`src/shared/lsc_pkg.sv`:
```
// Package: offsets, field positions and reset values for link/slot regs
// Assumes a 32-bit configuration dword access port with byte enables
package lsc_pkg;
  localparam logic [11:0] OFF_LINK_DWORD = 12'h00d0;
  localparam logic [11:0] OFF_SLOT_CAPS  = 12'h00d4;
  // Link dword: control low half, status high half
  localparam int RETRAIN_BIT    = 5;
  localparam int TRAIN_ERR_BIT  = 26;
  localparam int TRAINING_BIT   = 27;
  localparam int SLOT_CLK_BIT   = 28;
  localparam int DL_ACTIVE_BIT  = 29;
  // Slot capabilities fields
  localparam int PRESENCE_LSB   = 0;
  localparam int PRESENCE_W     = 5;
  localparam int SURPRISE_BIT   = 5;
  localparam int HP_CAP_BIT     = 6;
  localparam int PWR_VAL_LSB    = 7;
  localparam int PWR_VAL_W      = 8;
  localparam int PWR_SCL_LSB    = 15;
  localparam int PWR_SCL_W      = 2;
  localparam int SLOT_NUM_LSB   = 19;
  localparam int SLOT_NUM_W     = 13;
  // Reset values
  localparam logic [4:0]  RST_PRESENCE = 5'h1f;
  localparam logic        RST_SURPRISE = 1'b0;
  localparam logic        RST_HP_CAP   = 1'b1;
  localparam logic [7:0]  RST_PWR_VAL  = 8'h19;
  localparam logic [1:0]  RST_PWR_SCL  = 2'h0;
  localparam logic [12:0] RST_SLOT_NUM = 13'h0000;
  localparam logic        RST_SLOT_CLK = 1'b1;
  localparam logic        RST_TRAINING = 1'b1;
endpackage

```
`src/shared/lsc_dflt_if.sv`:
```
// Interface: default values carried between loader and register bank
// Assumes both ends on the core clock
`timescale 1ns/100ps
`default_nettype none
interface lsc_dflt_if;
  logic [4:0]  presence;
  logic        surprise;
  logic        hp_cap;
  logic [7:0]  pwr_val;
  logic [1:0]  pwr_scl;
  logic [12:0] slot_num;
  logic        slot_clk;
  logic        load;
  modport src (output presence, surprise, hp_cap, pwr_val, pwr_scl,
               slot_num, slot_clk, load);
  modport dst (input presence, surprise, hp_cap, pwr_val, pwr_scl,
               slot_num, slot_clk, load);
endinterface
`default_nettype wire

```
`src/lsc_dflt_load.sv`:
```
// Default loader: latches sideband/EEPROM overrides on a load strobe
// Assumes strobe and data come from core-clock sideband logic
`timescale 1ns/100ps
`default_nettype none
module lsc_dflt_load
(
  input  wire logic        clock,
  input  wire logic        rst_n,
  input  wire logic        ovr_load,
  input  wire logic [31:0] ovr_caps,
  input  wire logic        ovr_slot_clk,
  lsc_dflt_if.src          dflt
);
  logic [31:0] caps_reg;
  logic        clk_reg;
  logic        load_reg;

  always_ff @(posedge clock or negedge rst_n)
  begin
    if (!rst_n)
    begin
      caps_reg <= {lsc_pkg::RST_SLOT_NUM, 2'h0, lsc_pkg::RST_PWR_SCL,
                   lsc_pkg::RST_PWR_VAL, lsc_pkg::RST_HP_CAP,
                   lsc_pkg::RST_SURPRISE, lsc_pkg::RST_PRESENCE};
      clk_reg  <= lsc_pkg::RST_SLOT_CLK;
      load_reg <= 1'b0;
    end
    else
    begin
      load_reg <= ovr_load;
      if (ovr_load)
      begin
        caps_reg <= ovr_caps;
        clk_reg  <= ovr_slot_clk;
      end
    end
  end

  assign dflt.presence = caps_reg[lsc_pkg::PRESENCE_LSB +: lsc_pkg::PRESENCE_W];
  assign dflt.surprise = caps_reg[lsc_pkg::SURPRISE_BIT];
  assign dflt.hp_cap   = caps_reg[lsc_pkg::HP_CAP_BIT];
  assign dflt.pwr_val  = caps_reg[lsc_pkg::PWR_VAL_LSB +: lsc_pkg::PWR_VAL_W];
  assign dflt.pwr_scl  = caps_reg[lsc_pkg::PWR_SCL_LSB +: lsc_pkg::PWR_SCL_W];
  assign dflt.slot_num = caps_reg[lsc_pkg::SLOT_NUM_LSB +: lsc_pkg::SLOT_NUM_W];
  assign dflt.slot_clk = clk_reg;
  assign dflt.load     = load_reg;
endmodule
`default_nettype wire

```
`src/lsc_regs.sv`:
```
// Link status and slot capability registers of one switch port
// Assumes a single-cycle config access port and link-layer status inputs
//
// Functional notes
// - Training error sets on error, clears on successful L0 training.
// - Training-in-progress bit high during training, resets to one.
// - Slot clock bit reports connector reference clock use, resets one.
// - Data-link-active bit mirrors DL_Active state, resets zero.
// - Five presence flags in slot capability low bits, reset one.
// - Surprise-removal flag read-only, resets zero.
// - Hot-plug capable flag read-only, resets one.
// - Power limit value resets 19h; writes send power-limit message.
// - Power limit scale resets 00b; writes send power-limit message.
// - Thirteen-bit physical slot number, read-only, resets zero.
// - Capability and slot clock defaults replaceable by sideband load.
// - Slot capabilities exist only on downstream ports.
// - Retrain bit starts retraining on downstream ports, reads zero.
`timescale 1ns/100ps
`default_nettype none
module lsc_regs
#(
  parameter bit DOWNSTREAM = 1'b1
)
(
  input  wire logic        clock,
  input  wire logic        rst_n,
  input  wire logic        cfg_wr,
  input  wire logic        cfg_rd,
  input  wire logic [11:0] cfg_addr,
  input  wire logic [3:0]  cfg_be,
  input  wire logic [31:0] cfg_wdata,
  output logic      [31:0] cfg_rdata,
  input  wire logic        train_err_evt,
  input  wire logic        train_done_evt,
  input  wire logic        dl_active,
  input  wire logic        ovr_load,
  input  wire logic [31:0] ovr_caps,
  input  wire logic        ovr_slot_clk,
  output logic             retrain_req,
  output logic             spl_msg_req,
  output logic      [7:0]  spl_value,
  output logic      [1:0]  spl_scale
);
  lsc_dflt_if dflt ();

  lsc_dflt_load u_load
  (
    .clock        (clock),
    .rst_n        (rst_n),
    .ovr_load     (ovr_load),
    .ovr_caps     (ovr_caps),
    .ovr_slot_clk (ovr_slot_clk),
    .dflt         (dflt)
  );

  logic        train_err_reg;
  logic        training_reg;
  logic        dl_active_reg;
  logic        slot_clk_reg;
  logic [4:0]  presence_reg;
  logic        surprise_reg;
  logic        hp_cap_reg;
  logic [7:0]  pwr_val_reg;
  logic [1:0]  pwr_scl_reg;
  logic [12:0] slot_num_reg;
  logic        retrain_reg;
  logic        spl_reg;
  logic [31:0] rdata_reg;

  // Address decode
  wire hit_link = (cfg_addr == lsc_pkg::OFF_LINK_DWORD);
  wire hit_caps = (cfg_addr == lsc_pkg::OFF_SLOT_CAPS) && DOWNSTREAM;
  wire wr_caps  = cfg_wr && hit_caps;
  wire retrain_wr = cfg_wr && hit_link && cfg_be[0] && DOWNSTREAM &&
                    cfg_wdata[lsc_pkg::RETRAIN_BIT];
  wire wr_val_lo = wr_caps && cfg_be[0];
  wire wr_val_hi = wr_caps && cfg_be[1];
  wire wr_scl_lo = wr_caps && cfg_be[1];
  wire wr_scl_hi = wr_caps && cfg_be[2];
  wire spl_fire  = wr_val_lo || wr_val_hi || wr_scl_lo || wr_scl_hi;

  logic [7:0] pwr_val_next;
  logic [1:0] pwr_scl_next;
  assign pwr_val_next = {wr_val_hi ? cfg_wdata[14:8] : pwr_val_reg[7:1],
                         wr_val_lo ? cfg_wdata[7] : pwr_val_reg[0]};
  assign pwr_scl_next = {wr_scl_hi ? cfg_wdata[16] : pwr_scl_reg[1],
                         wr_scl_lo ? cfg_wdata[15] : pwr_scl_reg[0]};

  // Read image, reserved and retrain read zero
  logic [31:0] link_img;
  logic [31:0] caps_img;
  always_comb
  begin
    link_img = 32'h0000_0000;
    link_img[lsc_pkg::TRAIN_ERR_BIT] = train_err_reg;
    link_img[lsc_pkg::TRAINING_BIT]  = training_reg;
    link_img[lsc_pkg::SLOT_CLK_BIT]  = slot_clk_reg;
    link_img[lsc_pkg::DL_ACTIVE_BIT] = dl_active_reg;
    caps_img = 32'h0000_0000;
    caps_img[lsc_pkg::PRESENCE_LSB +: lsc_pkg::PRESENCE_W] = presence_reg;
    caps_img[lsc_pkg::SURPRISE_BIT] = surprise_reg;
    caps_img[lsc_pkg::HP_CAP_BIT]   = hp_cap_reg;
    caps_img[lsc_pkg::PWR_VAL_LSB +: lsc_pkg::PWR_VAL_W] = pwr_val_reg;
    caps_img[lsc_pkg::PWR_SCL_LSB +: lsc_pkg::PWR_SCL_W] = pwr_scl_reg;
    caps_img[lsc_pkg::SLOT_NUM_LSB +: lsc_pkg::SLOT_NUM_W] = slot_num_reg;
  end
  wire [31:0] rdata_next = hit_link ? link_img :
                           hit_caps ? caps_img : 32'h0000_0000;

  // Link status tracking
  always_ff @(posedge clock or negedge rst_n)
  begin
    if (!rst_n)
    begin
      train_err_reg <= 1'b0;
      training_reg  <= lsc_pkg::RST_TRAINING;
      dl_active_reg <= 1'b0;
      retrain_reg   <= 1'b0;
    end
    else
    begin
      if (train_err_evt)
        train_err_reg <= 1'b1;
      else if (train_done_evt)
        train_err_reg <= 1'b0;
      if (retrain_wr)
        training_reg <= 1'b1;
      else if (train_done_evt)
        training_reg <= 1'b0;
      dl_active_reg <= dl_active;
      retrain_reg   <= retrain_wr;
    end
  end

  // Slot capability storage
  always_ff @(posedge clock or negedge rst_n)
  begin
    if (!rst_n)
    begin
      presence_reg <= lsc_pkg::RST_PRESENCE;
      surprise_reg <= lsc_pkg::RST_SURPRISE;
      hp_cap_reg   <= lsc_pkg::RST_HP_CAP;
      pwr_val_reg  <= lsc_pkg::RST_PWR_VAL;
      pwr_scl_reg  <= lsc_pkg::RST_PWR_SCL;
      slot_num_reg <= lsc_pkg::RST_SLOT_NUM;
      slot_clk_reg <= lsc_pkg::RST_SLOT_CLK;
      spl_reg      <= 1'b0;
    end
    else if (dflt.load)
    begin
      presence_reg <= dflt.presence;
      surprise_reg <= dflt.surprise;
      hp_cap_reg   <= dflt.hp_cap;
      pwr_val_reg  <= dflt.pwr_val;
      pwr_scl_reg  <= dflt.pwr_scl;
      slot_num_reg <= dflt.slot_num;
      slot_clk_reg <= dflt.slot_clk;
      spl_reg      <= 1'b0;
    end
    else
    begin
      pwr_val_reg <= pwr_val_next;
      pwr_scl_reg <= pwr_scl_next;
      spl_reg     <= spl_fire;
    end
  end

  // Read data register
  always_ff @(posedge clock or negedge rst_n)
  begin
    if (!rst_n)
      rdata_reg <= 32'h0000_0000;
    else if (cfg_rd)
      rdata_reg <= rdata_next;
  end

  assign cfg_rdata   = rdata_reg;
  assign retrain_req = retrain_reg;
  assign spl_msg_req = spl_reg && DOWNSTREAM;
  assign spl_value   = pwr_val_reg;
  assign spl_scale   = pwr_scl_reg;
endmodule
`default_nettype wire

```
`config.mk`:
```
export PLATFORM = sky130hd
export DESIGN_NAME = lsc_regs
export DESIGN_NICKNAME = d
export VERILOG_FILES = /design/src/shared/lsc_pkg.sv /design/src/shared/lsc_dflt_if.sv /design/src/lsc_dflt_load.sv /design/src/lsc_regs.sv
export SDC_FILE = /design/constraint.sdc
export NUM_CORES = 1
export LEC_CHECK = 0
export ABC_AREA = 1
export BUFFER_PORTS_ARGS = -buffer_cell sky130_fd_sc_hd__buf_2
export CAP_MARGIN = 30
export CORE_MARGIN = 2
export CORE_UTILIZATION = 25
export CTS_CLUSTER_DIAMETER = 30
export DETAILED_ROUTE_END_ITERATION = 10
export HOLD_SLACK_MARGIN = 0.15
export PLACE_DENSITY = 0.41
export SLEW_MARGIN = 25
export SYNTH_ARGS = -nofsm -noshare
export SYNTH_HDL_FRONTEND = slang
export SYNTH_HIERARCHICAL = 1
export SYNTH_SLANG_ARGS = --single-unit
```
`constraint.sdc`:
```
create_clock -name clock -period 1.8 [get_ports clock]
set_input_delay 0.36 -clock clock [delete_from_list [all_inputs] [get_ports clock]]
set_output_delay 0.36 -clock clock [all_outputs]
set_load 0.01 [all_outputs]
```
==> results of run 1 <==
## through the flow
step / utilization (%) / instances / hold slack, ns / setup slack, ns / total power (µW)
floorplan: - / 465 / 0.0644 / 0.611 / 2730
global placement: 30.1 / 775 / 0.302 / 0.304 / 2960
detailed placement: 30.1 / 775 / 0.305 / 0.280 / 2970
CTS: 32.5 / 793 / 0.200 / 0.391 / 5350
global route: 32.5 / 793 / 0.205 / 0.379 / 5520
finish: 32.5 / 794 / 0.213 / 0.401 / 5260
## synthesized netlist by cell type, types with 5 or more instances
| cell type | count | area [µm²] |
|---|---|---|
| o21ai_0 | 34 | 170 |
| clkbuf_1 | 9 | 33.8 |
| nand2_1 | 219 | 822 |
| o31ai_2 | 10 | 125 |
| dfrtp_1 | 77 | 1930 |
| buf_2 | 10 | 50.1 |
| inv_2 | 5 | 18.8 |
| o31ai_1 | 7 | 52.6 |
| nor2_1 | 8 | 30.0 |
| nand3_1 | 17 | 85.1 |
| dfstp_2 | 21 | 552 |
| inv_1 | 28 | 105 |
## logic make-up after synthesis
logic type      share of synthesized area, %
simple gates                            25.6
flops                                   59.7
buf+inv                                 5.91
compound gates                          8.71
other cells                           0.0903
## power by group
| part | total, µW | switching [µW] | internal [µW] |
|---|---|---|---|
| clock network | 2340 | 841 | 1500 |
| registers | 2450 | 70.0 | 2380 |
| logic | 474 | 301 | 174 |
| total | 5260 | 1210 | 4050 |
## worst paths after layout
check | endpoint | slack (ns)
max in group asynchronous | hp_cap_reg | 0.69
setup reg to reg | spl_scale[1] | 0.57
hold / removal | u_load/caps_reg[24] | 0.21
setup / recovery | spl_value[3] | 0.40
min in group asynchronous | cfg_rdata[12] | 0.48
hold reg to reg | u_load/caps_reg[7] | 0.46
## final cells by class
type	count	share of cell area, %
Multi-Input combinational cell	311	26.8
Clock inverter	7	2.65
Sequential cell	98	46.5
Tap cell	220	5.16
Inverter	33	2.32
Antenna cell	1	0.0469
Timing Repair Buffer	115	12.3
Clock buffer	9	4.22
## metal layers
layer | vias up | global-route usage (%)
li1 | 1656 | -
met4 | 0 | 5.85
met5 | - | 0
met1 | 1461 | 16.9
met3 | 15 | 2.41
met2 | 64 | 18.5
==> flow_summary_export.csv, run 1 <==
group,metric,value,unit
outcome,status,"finished clean",
timing,tightest_slew,0.574,ns
critical_path,cp-startpoint,"spl_value[3]",
timing,skew,0.00700,ns
critical_path,path_class,"reg2out",
route,top_layer,"met4",
floorplan,die_area,0.0177,mm²
critical_path,worst_ep_arrival_time,1.04,ns
route,wl_met3,419,µm
logic_synthesis,netlist_area,0.00415,mm²
logic_synthesis,synth-seq-cells,98,
timing,tns,0,ns
floorplan,row_count,47,
route,vias,3196,
critical_path,ff2ff_path_depth,5,
power,ir_worst_vdd,502,µV
route,wirelength,10400,µm
clock_tree,post_cts_resized,0,
logic_synthesis,synth_area_per_cell,8.95,µm²
critical_path,worstPathMaxFanout,3,
clock_tree,cts_setup_buffers,0,
place,gp_congestion,0.723,
clock_tree,cts-root-buf,"clkbuf_16",
logic_synthesis,synthFlopType,"dfrtp_1",
critical_path,crit_family,"flip-flops",
global_route,grt_pass1_wl,16800,µm
timing,clock.fmax,715,MHz
floorplan,core_area,0.0164,mm²
critical_path,path_cells,"buf_2",
floorplan,chipHeight,133,µm
route,via_per_inst,4.03,
cells_and_area,final_common_cell,"nand2_1",
cells_and_area,mostFrequentLayoutCells,"nand2_1, buf_2, dfrtp_1, o21ai_0, inv_1",
timing,setup_viol,0,
cells_and_area,multi_input_area,0.00143,mm²
cells_and_area,register_area,0.00248,mm²
floorplan,io_pins,133,
cells_and_area,drive_above_1_share,30.4,%
clock_tree,cts_tree,"done",
clock_tree,htree_levels,3,
floorplan,die_x,133,µm
global_route,first_global_vias,3152,
logic_synthesis,yosysSeqAreaShare,59.7,%
critical_path,critPathLaunchType,"register",
timing,rsz0062_at_grt,"no",
clock_tree,postCtsHoldBufs,2,
timing,min_period,1.40,ns
timing,slew_headroom,61.7,%
clock_tree,clock_latency,0.34,ns
hold_path,min_from,"ovr_caps[24]",
place,placed_area,0.00494,mm²
logic_synthesis,yosys_warnings,6,
critical_path,worstReg2RegStart,"u_load/dflt.load",
global_route,grt_max_degree,53,
clock_tree,clk_pin_slew_worst_paths,0.07,ns
critical_path,cpPeakStageDelay,0.56,ns
timing,post-route-period-util,77.7,%
cells_and_area,nNetsFinal,657,
route,drc_errors,0,
global_route,gr-total-overflow,0,
critical_path,path_depth,1,
logic_synthesis,postSynthCellCount,464,
route,post_drt_wl_per_cell,13.1,µm
cells_and_area,fillCellCount,1758,
route,antenna_left,0,
critical_path,cp_num_buf_inv,1,
power,p_leak,0.00279,µW
power,power.density,986,mW/mm²
critical_path,worstPathRequired,1.44,ns
route,drt_iter0_markers,177,
hold_path,worstHoldPathCells,3,
place,dp_hpwl,7460,µm
timing,maxSlewViolCount,0,
place,portBuffers,106,
logic_synthesis,ys_types,25,
clock_tree,numClockSinks,98,
route,met2_length,4670,µm
logic_synthesis,synth_edf_count,0,
global_route,antenna_found_initial,1,
hold_path,hp-class,"in2reg",
clock_tree,clockBufferDepth,2,
critical_path,crit_path_end_kind,"primary output",
critical_path,slowest_stage,"dfstp_2",
cells_and_area,syn_to_final_growth,28.5,%
floorplan,initial_core_util,25.3,%
route,wl_met1,5060,µm
cells_and_area,final_area,0.00533,mm²
clock_tree,cts_made_buffers,9,
logic_synthesis,synthArstFlopShare,100,%
job,drv_cap,0,
route,drtPass1Iterations,4,
global_route,globalRouteTotalUtil,12.3,%
timing,hold_viol_final,0,
(Power assumes the default switching activity.)
==> run 2, diff against run 1 <==
==> constraint.sdc (replaced) <==
create_clock -name clock -period 1.3 [get_ports clock]
set_input_delay 0.26 -clock clock [delete_from_list [all_inputs] [get_ports clock]]
set_output_delay 0.26 -clock clock [all_outputs]
set_load 0.01 [all_outputs]
==> run 2 against run 1 <==
  * Clock power is 16% higher
  * Hold slack got worse by 0.0041 ns
  * Clock skew barely moved
  * Wire length grew 2.9%
  * Final cell count up 5.4%
  * Die area unchanged
  * Non-clock buffer count up 44
  * Core utilization increased by 2.5 points
  * Largest power group unchanged
  * Highest routed layer unchanged
==> flow_summary_export.csv, run 2 (synthesized netlist as in run 1, its figures left out) <==
group,metric,value,unit
outcome,status,"finished clean",
power,seqPwrFrac,49.2,%
critical_path,path_cells,"buf_6",
clock_tree,numClockSinks,98,
timing,hold_viol_final,0,
place,placed_area,0.00506,mm²
route,antenna_left,0,
cells_and_area,nNetsFinal,701,
clock_tree,cts_tree,"done",
hold_path,hp-class,"in2reg",
timing,setup_viol,0,
critical_path,critPathLaunchType,"register",
timing,maxSlewViolCount,0,
cells_and_area,antennaDiodeCount,0,
power,p_int,5190,µW
floorplan,core_area,0.0164,mm²
power,clkPwrFrac,39.4,%
power,finalPower,6910,µW
place,gp_congestion,0.721,
clock_tree,clk_pin_slew_worst_paths,0.07,ns
cells_and_area,mostFrequentLayoutCells,"nand2_1, buf_2, dfrtp_1, dlygate4sd3_1, o21ai_0",
global_route,first_global_vias,3350,
route,vias,3351,
clock_tree,cts_made_buffers,9,
power,p_comb_share,11.4,%
floorplan,die_area,0.0177,mm²
clock_tree,htree_levels,3,
global_route,globalRouteTotalUtil,12.6,%
timing,skew,0.00712,ns
place,dp.cells,785,
route,drt_iter0_markers,154,
cells_and_area,final_area,0.00574,mm²
cells_and_area,fillCellCount,1759,
cells_and_area,final_common_cell,"nand2_1",
global_route,antenna_found_initial,0,
clock_tree,cts-root-buf,"clkbuf_16",
global_route,gr-total-overflow,0,
critical_path,worstPathMaxFanout,3,
power,p_sw_share,24.9,%
power,power.density,1200,mW/mm²
floorplan,chipHeight,133,µm
place,portBuffers,106,
cells_and_area,multi_input_area,0.00143,mm²
power,ir_worst_vdd,578,µV
cells_and_area,drive_above_1_share,30.0,%
critical_path,slowest_stage,"dfstp_2",
global_route,grt_pass1_wl,17500,µm
clock_tree,clockBufferDepth,2,
power,p_switching,1720,µW
route,via_per_inst,4.00,
route,wirelength,10700,µm
floorplan,initial_core_util,25.3,%
critical_path,worstPathRequired,1.04,ns
timing,rsz0062_at_grt,"yes",
floorplan,io_pins,133,
place,dp_hpwl,7720,µm
cells_and_area,instances_no_fill,837,
critical_path,cp_num_buf_inv,1,
cells_and_area,register_area,0.00248,mm²
clock_tree,clock_latency,0.35,ns
floorplan,die_x,133,µm
floorplan,row_count,47,
timing,holdWs,0.209,ns
job,drv_cap,0,
timing,min_period,1.27,ns
timing,post-route-period-util,97.5,%
critical_path,crit_family,"flip-flops",
critical_path,crit_path_end_kind,"primary output",
route,drtPass1Iterations,4,
critical_path,path_class,"reg2out",
power,p_leak,0.00298,µW
cells_and_area,syn_to_final_growth,38.2,%
route,post_drt_wl_per_cell,12.8,µm
critical_path,cpPeakStageDelay,0.56,ns
global_route,grt_max_degree,53,
timing,clock.fmax,789,MHz
route,drc_errors,0,
critical_path,worst_ep_arrival_time,1.01,ns
run 2: changes by cell type in the layout (fill, tap and decap cells not counted), sizes merged:
cell         change
diode            -1
inv              +1
clkbuf           +1
clkinv           +1
dlygate4sd3     +33
bufinv           -3
buf             +11
run 2: area by class of cell:
cell class	instances	share of cell area, %
clock buffers	10	4.16
clock inverters	6	1.13
inverters	33	2.16
multi-input cells	311	24.9
flip-flops and latches	98	43.2
well taps	220	4.80
repair buffers	159	19.6
run 2: repair_timing:
item                       4_1_cts  5_1_grt
buffers inserted                 1        0
setup endpoints to repair        2        3
hold buffers                    35        0
hold endpoints to repair       114        0
resized for setup                1        2
run 2: through the flow:
stage / setup TNS (ns) / setup slack (ns) / utilization (%)
2_1_floorplan: 0 / 0.207 / -
3_5_place_dp: -0.00596 / -0.00448 / 30.8
6_report: 0 / 0.0329 / 35.0
4_1_cts: 0 / 0.00654 / 34.9
5_1_grt: -0.000242 / -0.000242 / 35.0
3_3_place_gp: 0 / 0.00771 / 30.8
run 2: path summary, 6_finish.rpt:
kind                                    startpoint              endpoint  slack, ns  cells after the start
worst max-delay path                  spl_value[0]          spl_value[0]       0.03                      1
max in group asynchronous                    rst_n  u_load/dflt.slot_clk       0.41                      3
worst max register to register    u_load/dflt.load          spl_value[0]       0.21                      6
worst min-delay path                 cfg_wdata[13]          spl_value[6]       0.21                      5
worst min register to register  u_load/caps_reg[0]    u_load/caps_reg[0]       0.46                      2
min in group asynchronous                    rst_n          cfg_rdata[8]       0.35                      2
run 2: power by group through the flow:
stage	Clock (µW)	Sequential, µW	Combinational (µW)
2_1_floorplan	0	3440	343
3_3_place_gp	0	3450	694
3_5_place_dp	0	3450	702
4_1_cts	2820	3390	797
5_1_grt	2950	3410	900
6_report	2720	3400	787
run 2: layer usage:
layer | GRT usage (%) | vias up | wire, µm
met5 | 0 | - | 0
met4 | 4.78 | 0 | 193
met3 | 2.95 | 11 | 406
met2 | 19.7 | 65 | 4860
met1 | 17.1 | 1534 | 5250
li1 | - | 1741 | -
